==> src/common/wdg_consts.vh <==
`ifndef WDG_CONSTS_VH
`define WDG_CONSTS_VH

// register byte addresses
`define WDG_ADDR_CTL        12'h060
`define WDG_ADDR_CAUSE      12'h064

// control register field positions
`define WDG_CTL_FLAG        7
`define WDG_CTL_IE          6
`define WDG_CTL_P3          5
`define WDG_CTL_CUE         4
`define WDG_CTL_WDE         3

// reset cause register field positions
`define WDG_CAUSE_WD        3
`define WDG_CAUSE_BROWN     2
`define WDG_CAUSE_PIN       1
`define WDG_CAUSE_POWERON   0

// reset values
`define WDG_CAUSE_RST       4'h1
`define WDG_PERIOD_RST      4'h0

// unlock window length in system clock cycles
`define WDG_UNLOCK_CYC      3'h4

// period select: shortest period in oscillator cycles, highest valid code
`define WDG_BASE_CYC        21'h000800
`define WDG_CODE_MAX        4'h9
`define WDG_OSC_HZ          128000

// axi responses
`define WDG_RESP_OKAY       2'h0
`define WDG_RESP_SLVERR     2'h2

`endif

==> src/hw/wdg_counter.v <==
`include "wdg_consts.vh"
`default_nettype none

// oscillator cycle counter with selectable period
module wdg_counter (
    // clock and reset
    input  wire       clk,
    input  wire       rst,
    // control
    input  wire       clear,
    input  wire       tick,
    input  wire [3:0] period_code,
    // result
    output reg        timeout
);

    reg  [19:0] cnt_r;      // oscillator cycles since last restart
    wire [19:0] last;       // final count of the selected period

    // last count of a period; reserved codes act as the longest period
    function [19:0] wdg_last;
        input [3:0] code;
        reg   [3:0]  c;
        reg   [20:0] span;
        begin
            c = (code > `WDG_CODE_MAX) ? `WDG_CODE_MAX : code;
            span = (`WDG_BASE_CYC << c) - 21'h000001;
            wdg_last = span[19:0];
        end
    endfunction

    assign last = wdg_last(period_code);

    // count ticks, wrap at period end and flag a timeout
    always @(posedge clk) begin
        if (rst || clear) begin
            cnt_r   <= 20'h00000;   // restart from zero
            timeout <= 1'b0;
        end else if (tick) begin
            // >= so that shortening the period cannot skip the end
            if (cnt_r >= last) begin
                cnt_r   <= 20'h00000;
                timeout <= 1'b1;
            end else begin
                cnt_r   <= cnt_r + 20'h00001;   // one per osc cycle
                timeout <= 1'b0;
            end
        end else begin
            timeout <= 1'b0;
        end
    end

endmodule

`default_nettype wire

==> src/hw/wdg_top.v <==
`include "wdg_consts.vh"
`default_nettype none

module wdg_top (
    // clock and power-on reset
    input  wire        clk,
    input  wire        rst,
    // axi4-lite write address
    input  wire [11:0] s_axi_awaddr,
    input  wire        s_axi_awvalid,
    output reg         s_axi_awready,
    // axi4-lite write data
    input  wire [31:0] s_axi_wdata,
    input  wire [3:0]  s_axi_wstrb,
    input  wire        s_axi_wvalid,
    output reg         s_axi_wready,
    // axi4-lite write response
    output reg  [1:0]  s_axi_bresp,
    output reg         s_axi_bvalid,
    input  wire        s_axi_bready,
    // axi4-lite read address
    input  wire [11:0] s_axi_araddr,
    input  wire        s_axi_arvalid,
    output reg         s_axi_arready,
    // axi4-lite read data
    output reg  [31:0] s_axi_rdata,
    output reg  [1:0]  s_axi_rresp,
    output reg         s_axi_rvalid,
    input  wire        s_axi_rready,
    // watchdog oscillator and processor side
    input  wire        osc_tick,
    input  wire        wd_restart,
    input  wire        global_irq_enable,
    input  wire        irq_vector_taken,
    input  wire        always_on_fuse,
    // other reset sources
    input  wire        pin_reset_event,
    input  wire        brownout_event,
    // results
    output reg         wd_irq,
    output reg         wd_system_reset
);

    localparam SEL_NONE  = 2'b00;   // unmapped
    localparam SEL_CTL   = 2'b01;   // watchdog_control
    localparam SEL_CAUSE = 2'b10;   // reset_cause_status

    // bus slave state
    reg         aw_held_r;          // write address taken, not yet used
    reg  [11:0] aw_addr_r;
    reg         w_held_r;           // write data taken, not yet used
    reg  [31:0] w_data_r;
    reg  [3:0]  w_strb_r;

    // watchdog state
    reg         flag_r;             // timeout_irq_flag
    reg         ie_r;               // timeout_irq_enable as written
    reg         wde_r;              // timeout_reset_enable as written
    reg  [3:0]  per_r;              // timeout_period_select
    reg  [2:0]  unl_r;              // unlock window cycles left
    reg  [3:0]  cause_r;            // reset cause flags

    // next values
    reg         flag_nxt;
    reg         ie_nxt;
    reg         wde_nxt;
    reg  [3:0]  per_nxt;
    reg  [2:0]  unl_nxt;
    reg  [3:0]  cause_nxt;
    reg  [7:0]  rd_byte;

    wire        aw_fire;
    wire        w_fire;
    wire        wr_fire;
    wire        ar_fire;
    wire        aw_held_nxt;
    wire        w_held_nxt;
    wire        rvalid_nxt;
    wire [1:0]  wr_sel;
    wire [1:0]  rd_sel;
    wire        wr_ctl;
    wire        wr_cause;
    wire        unlock_act;
    wire        wde_eff;
    wire        ie_eff;
    wire        stopped;
    wire        tmo;
    wire        tmo_irq;
    wire        tmo_rst;
    wire        any_sysrst;
    wire [7:0]  ctl_byte;

    // word address decode, shared by read and write paths
    function [1:0] wdg_decode;
        input [11:0] addr;
        begin
            if (addr[11:2] == `WDG_ADDR_CTL >> 2)
                wdg_decode = SEL_CTL;
            else if (addr[11:2] == `WDG_ADDR_CAUSE >> 2)
                wdg_decode = SEL_CAUSE;
            else
                wdg_decode = SEL_NONE;
        end
    endfunction

    // handshakes; address and data may arrive in either order
    assign aw_fire     = s_axi_awvalid & s_axi_awready;
    assign w_fire      = s_axi_wvalid & s_axi_wready;
    assign wr_fire     = aw_held_r & w_held_r & ~s_axi_bvalid;
    assign ar_fire     = s_axi_arvalid & s_axi_arready;
    assign aw_held_nxt = wr_fire ? 1'b0 : (aw_held_r | aw_fire);
    assign w_held_nxt  = wr_fire ? 1'b0 : (w_held_r | w_fire);
    assign rvalid_nxt  = ar_fire | (s_axi_rvalid & ~s_axi_rready);

    assign wr_sel   = wdg_decode(aw_addr_r);
    assign rd_sel   = wdg_decode(s_axi_araddr);
    // only byte lane 0 carries register bits
    assign wr_ctl   = wr_fire & (wr_sel == SEL_CTL) & w_strb_r[0];
    assign wr_cause = wr_fire & (wr_sel == SEL_CAUSE) & w_strb_r[0];

    // effective mode bits
    assign unlock_act = (unl_r != 3'h0);
    // wd cause flag and fuse both pin the reset enable high
    assign wde_eff  = wde_r | cause_r[`WDG_CAUSE_WD] | always_on_fuse;
    assign ie_eff   = ie_r & ~always_on_fuse;
    assign stopped  = ~wde_eff & ~ie_eff;

    // timeout action by mode
    // interrupt unless combined mode already has one pending
    assign tmo_irq  = tmo & ie_eff & ~(wde_eff & flag_r);
    // reset-only mode, or pending irq unserviced at next timeout
    assign tmo_rst  = tmo & wde_eff & (~ie_eff | flag_r);
    assign any_sysrst = tmo_rst | pin_reset_event | brownout_event;

    assign ctl_byte = {flag_r, ie_eff, per_r[3], unlock_act,
                       wde_eff, per_r[2:0]};

    // period counter; stopped mode and restarts hold it at zero
    wdg_counter u_counter (
        .clk         (clk),
        .rst         (rst),
        .clear       (wd_restart | stopped | any_sysrst),
        .tick        (osc_tick),
        .period_code (per_r),
        .timeout     (tmo)
    );

    // next state of the watchdog and cause registers
    always @* begin
        flag_nxt  = flag_r;
        ie_nxt    = ie_r;
        wde_nxt   = wde_r;
        per_nxt   = per_r;
        cause_nxt = cause_r;
        // unlock window runs down by itself
        unl_nxt   = unlock_act ? unl_r - 3'h1 : 3'h0;
        // vector taken: flag clears, combined mode drops to reset mode
        if (irq_vector_taken) begin
            flag_nxt = 1'b0;
            if (wde_eff)
                ie_nxt = 1'b0;
        end
        if (wr_ctl) begin
            if (w_data_r[`WDG_CTL_FLAG])
                flag_nxt = 1'b0;
            // irq enable is free to write, but locked off by the fuse
            ie_nxt = w_data_r[`WDG_CTL_IE] & ~always_on_fuse;
            if (w_data_r[`WDG_CTL_CUE] && w_data_r[`WDG_CTL_WDE]) begin
                // opening write: arm the window, keep the period
                wde_nxt = 1'b1;
                unl_nxt = `WDG_UNLOCK_CYC;
            end else if (unlock_act) begin
                // change write inside the window takes both fields
                wde_nxt = w_data_r[`WDG_CTL_WDE];
                per_nxt = {w_data_r[`WDG_CTL_P3], w_data_r[2:0]};
                unl_nxt = 3'h0;
            end else begin
                // locked: the reset enable may only be raised
                wde_nxt = wde_r | w_data_r[`WDG_CTL_WDE];
            end
        end
        // writing zero clears a cause flag, writing one keeps it
        if (wr_cause)
            cause_nxt = cause_r & w_data_r[3:0];
        // hardware sets come last so an event beats a same-cycle clear
        if (tmo_irq)
            flag_nxt = 1'b1;
        if (tmo_rst)
            cause_nxt[`WDG_CAUSE_WD] = 1'b1;
        if (brownout_event)
            cause_nxt[`WDG_CAUSE_BROWN] = 1'b1;
        if (pin_reset_event)
            cause_nxt[`WDG_CAUSE_PIN] = 1'b1;
        // a system reset returns control to its initial value;
        // the reset enable then reads back through the cause flag
        if (any_sysrst) begin
            flag_nxt = 1'b0;
            ie_nxt   = 1'b0;
            wde_nxt  = 1'b0;
            per_nxt  = `WDG_PERIOD_RST;
            unl_nxt  = 3'h0;
        end
    end

    // watchdog registers and outputs
    always @(posedge clk) begin
        if (rst) begin
            flag_r          <= 1'b0;
            ie_r            <= 1'b0;
            wde_r           <= 1'b0;
            per_r           <= `WDG_PERIOD_RST;
            unl_r           <= 3'h0;
            // power-on sets its own flag and clears the rest
            cause_r         <= `WDG_CAUSE_RST;
            wd_irq          <= 1'b0;
            wd_system_reset <= 1'b0;
        end else begin
            flag_r          <= flag_nxt;
            ie_r            <= ie_nxt;
            wde_r           <= wde_nxt;
            per_r           <= per_nxt;
            unl_r           <= unl_nxt;
            cause_r         <= cause_nxt;
            // request needs both enables and a pending flag
            wd_irq          <= flag_r & ie_eff & global_irq_enable;
            // one-cycle reset pulse to the reset generator
            wd_system_reset <= tmo_rst;
        end
    end

    // read mux; upper cause bits and bus bits above 7 read zero
    always @* begin
        if (rd_sel == SEL_CTL)
            rd_byte = ctl_byte;
        else if (rd_sel == SEL_CAUSE)
            rd_byte = {4'h0, cause_r};
        else
            rd_byte = 8'h00;
    end

    // axi4-lite write channels
    always @(posedge clk) begin
        if (rst) begin
            aw_held_r     <= 1'b0;
            aw_addr_r     <= 12'h000;
            w_held_r      <= 1'b0;
            w_data_r      <= 32'h00000000;
            w_strb_r      <= 4'h0;
            s_axi_awready <= 1'b0;
            s_axi_wready  <= 1'b0;
            s_axi_bvalid  <= 1'b0;
            s_axi_bresp   <= `WDG_RESP_OKAY;
        end else begin
            aw_held_r     <= aw_held_nxt;
            w_held_r      <= w_held_nxt;
            // ready drops while a taken item waits for its partner
            s_axi_awready <= ~aw_held_nxt;
            s_axi_wready  <= ~w_held_nxt;
            if (aw_fire)
                aw_addr_r <= s_axi_awaddr;
            if (w_fire) begin
                w_data_r <= s_axi_wdata;
                w_strb_r <= s_axi_wstrb;
            end
            if (wr_fire) begin
                s_axi_bvalid <= 1'b1;
                s_axi_bresp  <= (wr_sel == SEL_NONE) ?
                                `WDG_RESP_SLVERR : `WDG_RESP_OKAY;
            end else if (s_axi_bready) begin
                s_axi_bvalid <= 1'b0;
            end
        end
    end

    // axi4-lite read channels; one read in flight
    always @(posedge clk) begin
        if (rst) begin
            s_axi_arready <= 1'b0;
            s_axi_rvalid  <= 1'b0;
            s_axi_rdata   <= 32'h00000000;
            s_axi_rresp   <= `WDG_RESP_OKAY;
        end else begin
            s_axi_rvalid  <= rvalid_nxt;
            s_axi_arready <= ~rvalid_nxt;
            if (ar_fire) begin
                s_axi_rdata <= {24'h000000, rd_byte};
                s_axi_rresp <= (rd_sel == SEL_NONE) ?
                               `WDG_RESP_SLVERR : `WDG_RESP_OKAY;
            end
        end
    end

endmodule

`default_nettype wire

==> config.mk <==
export PLATFORM = sky130hd
export DESIGN_NAME = wdg_top
export DESIGN_NICKNAME = d
export VERILOG_FILES = /design/src/hw/wdg_counter.v /design/src/hw/wdg_top.v
export VERILOG_INCLUDE_DIRS = /design/src /design/src/common
export SDC_FILE = /design/constraint.sdc
export NUM_CORES = 1
export LEC_CHECK = 0
export BUFFER_PORTS_ARGS = -buffer_cell sky130_fd_sc_hd__buf_2
export CORE_ASPECT_RATIO = 0.5
export CORE_MARGIN = 2
export CORE_UTILIZATION = 50
export CTS_CLUSTER_SIZE = 28
export DETAILED_ROUTE_END_ITERATION = 8
export GPL_ROUTABILITY_DRIVEN = 1
export PLACE_DENSITY = 0.84
export SLEW_MARGIN = 40
export SYNTH_ARGS = -nofsm -noshare
export SYNTH_HDL_FRONTEND = slang
export SYNTH_SLANG_ARGS = --single-unit
==> constraint.sdc <==
create_clock -name clk -period 2.7 [get_ports clk]
set_input_delay 0.27 -clock clk [delete_from_list [all_inputs] [get_ports clk]]
set_output_delay 0.27 -clock clk [all_outputs]
set_load 0.03 [all_outputs]
==> flow_metrics.env <==
export IMPL_status="completed"
export IMPL_post_synth_mux_area_share_pct=2.755
export IMPL_grt_setup_unrepaired="false"
export IMPL_fin_crit_ns=2.480
export IMPL_ys_warn_count=0
export IMPL_finalSetupTns_ns=0
export IMPL_min_period_over_period_pct=91.84
export IMPL_synth_edf_count=0
export IMPL_power_internal_mw=1.996
export IMPL_maxCapViolCount=0
export IMPL_switching_power_mw=0.6048
export IMPL_postCtsHoldBufs=0
export IMPL_antenna_found_initial=0
export IMPL_die_area_um2=7528
export IMPL_crit_chain="nor2_4, nand3b_1, ha_1, nor3_1, a21o_1, a32oi_1, ha_1, nand4_1, nor3_2, nand4_1, nand4_1, buf_12, nor2_1"
export IMPL_hold_violations=0
export IMPL_hold_class="primary input to flip-flop"
export IMPL_synth_top_family_by_area="simple AND/OR/NAND/NOR gates"
export IMPL_synthArstFlopShare_pct=0
export IMPL_cts_path_max_buffers=2
export IMPL_grt_first_pass_wirelength_um=11250
export IMPL_hold_slack_ns=0.1684
export IMPL_synth_seq_area_share_pct=42.91
export IMPL_vdd_drop_max_v=0.0004820
export IMPL_ys_seq_elements=73
export IMPL_htreeDepth=3
export IMPL_synth_area_top_cells="dfxtp_1 (43%), buf_4 (6.2%), nand2_1 (6.1%), nor2_1 (5.6%), a21oi_1 (5.6%)"
export IMPL_dp_hpwl_um=4944
export IMPL_grt_max_degree=43
export IMPL_synth_xor_area_share_pct=5.143
export IMPL_synth_commonest_cells="dfxtp_1 (73), nand2_1 (55), nor2_1 (51), a21oi_1 (38), buf_4 (28)"
export IMPL_path_class="flip-flop to flip-flop"
export IMPL_cpMaxStageDelayCell="dfxtp_1"
export IMPL_drive_gt1_share_pct=19.53
export IMPL_wl_per_cell_um=12.25
export IMPL_netlist_area_um2=3406
export IMPL_end_kind="flip-flop"
export IMPL_clkSinkCount=73
export IMPL_startpoint_type="flip-flop"
export IMPL_gp_congestion=0.8614
export IMPL_initial_core_util_pct=51.23
export IMPL_yosysTopAreaCell="dfxtp_1"
export IMPL_slowest_delay_ns=0.33
export IMPL_pwr_share_comb_pct=7.2
export IMPL_drt_pass1_iterations=5
export IMPL_yosys_area_share_simple_pct=25.13
export IMPL_p_clk_share_pct=49.7
export IMPL_first_global_vias=2534
export IMPL_maxSlewViolCount=0
export IMPL_grt_total_usage_pct=19.09
export IMPL_core_um2=6648
export IMPL_fin_skew_ns=0.003243
export IMPL_p_leak_nw=1.674
export IMPL_postRouteAntennaNets=0
export IMPL_synthAdderAreaFrac_pct=4.041
export IMPL_drtIter0Drc=116
export IMPL_cp_data_arrival_time_ns=2.71
export IMPL_diodes=0
export IMPL_syn_mean_instance_area_um2=8.409
export IMPL_num_io_pins=117
export IMPL_routed_via_density=5.078
export IMPL_area_growth_pct=18.99
export IMPL_swShare_pct=23.26
export IMPL_min_from="s_axi_wdata[6]"
export IMPL_synth_cells=405
export IMPL_port_buffers=59
export IMPL_clkLatencyLatePin_ns=0.34
export IMPL_synth_most_common_cell="dfxtp_1"
export IMPL_synth_ff_type="dfxtp_1"
export IMPL_cts_root_buf="clkbuf_16"
export IMPL_relSlewSlack_pct=65.95
export IMPL_cp_required_ns=2.93
export IMPL_vias=2859
export IMPL_fmax_mhz=403.3
export IMPL_powerDensity_nw_per_um2=641.8
export IMPL_r2r_slack_ns=0.22
export IMPL_cts_tree="yes"
export IMPL_setup_violations=0
export IMPL_cp_max_fo=20
export IMPL_cts_buffers=9
export IMPL_globalRouteOverflowTotal=0
export IMPL_num_rows=21
export IMPL_power_frac_seq_pct=43.1
export IMPL_crit_path_frequent_cell="nand4_1"
export IMPL_synth_top_cell_area_share_pct=42.91
export IMPL_wirelength_um=6899
export IMPL_synth_compound_area_share_pct=11.24
export IMPL_die_x_um=120.7
export IMPL_netlist_cell_type_count=47
export IMPL_die_height_um=62.36
export IMPL_tightest_slew_ns=0.5068
export IMPL_drc=0
export IMPL_r2r_start="per_r[2]"
export IMPL_cp_startpoint="per_r[2]"
export IMPL_nets=551
export IMPL_clk_pin_slew_worst_paths_ns=0.06
-- per-layer routing --
| layer | routed length (µm) | track usage (%) | up-vias |
|---|---|---|---|
| li1 | - | - | 1454 |
| met1 | 3143 | 23.67 | 1306 |
| met2 | 3218 | 29.31 | 92 |
| met3 | 478 | 7.813 | 7 |
| met4 | 58 | 8.285 | 0 |
| met5 | 0 | 0 | - |
-- cells by family after synthesis --
kind of cell               Yosys count
and+or+nand+nor                    176
DFF                                 73
AOI/OAI and AO/OA                   65
buffers and inverters               50
xor gates and xnor gates            20
adders and majority gates           11
muxes                                9
other                                1
-- flip-flops by register name, indices dropped and copies added (netlist names), 3 cells and up --
signal,count
aw_addr_r,10
per_r,4
unl_r,3
s_axi_rdata,8
w_data_r,8
u_counter.cnt_r,20
cause_r,4
-- area by class of cell --
type	count	area, µm²
Sequential cell	73	1463
Tap cell	92	115.1
Multi-Input combinational cell	307	1755
Inverter	10	37.54
Clock inverter	6	90.09
Clock buffer	10	239.0
Fill cell	569	2595
Timing Repair Buffer	65	352.8
-- worst paths after layout --
path | end | cells past startpoint
hold reg to reg | aw_addr_r[10] | 2
setup reg to reg | u_counter.cnt_r[18] | 13
setup / recovery | u_counter.cnt_r[18] | 13
hold / removal | w_data_r[6] | 3
-- placed cells by master (no fill, tap or decap), types with 7 or more instances in the layout --
master,instances
a21oi_1,38
a22oi_1,7
buf_2,59
clkbuf_16,9
conb_1,26
dfxtp_1,72
ha_1,11
inv_1,10
nand2_1,55
nand3_1,14
nand4_1,9
nor2_1,50
nor3_1,9
o21ai_0,7
xnor2_1,8
xor2_1,12
-- repair_timing --
| action | CTS | global route |
|---|---|---|
| buffers inserted | 0 | 0 |
| resized for setup | 0 | 4 |
| setup endpoints to repair | 0 | 20 |
-- worst max-delay path: cells and delay by family, from the launching register on --
kind	cells	cell delay, ns
AO/OA/AOI/OAI	2	0.21
buffers and inverters	1	0.17
adder cells (fa/ha/maj)	2	0.57
flip-flops	1	0.33
AND/OR/NAND/NOR	8	1.10
-- metrics by stage --
stage / instances / setup slack (ns) / total power [mW] / cell area (µm²) / utilization, %
2_1_floorplan: 430 / 0.2070 / 1.301 / 3500 / -
3_3_place_gp: 547 / 0.1132 / 1.327 / 3710 / 55.81
3_5_place_dp: 547 / 0.04042 / 1.330 / 3710 / 55.81
4_1_cts: 563 / 0.01016 / 2.632 / 4039 / 60.76
5_1_grt: 563 / 0.01720 / 2.703 / 4053 / 60.96
6_report: 563 / 0.2204 / 2.601 / 4053 / 60.96
-- power by group through the flow --
stage / sequential [mW] / combinational, mW / clock (mW)
2_1_floorplan: 1.15 / 0.147 / 0
3_3_place_gp: 1.14 / 0.184 / 0
3_5_place_dp: 1.14 / 0.186 / 0
4_1_cts: 1.12 / 0.188 / 1.32
5_1_grt: 1.12 / 0.204 / 1.38
6_report: 1.12 / 0.187 / 1.29
Note: power is estimated with default switching activity, not from simulation.
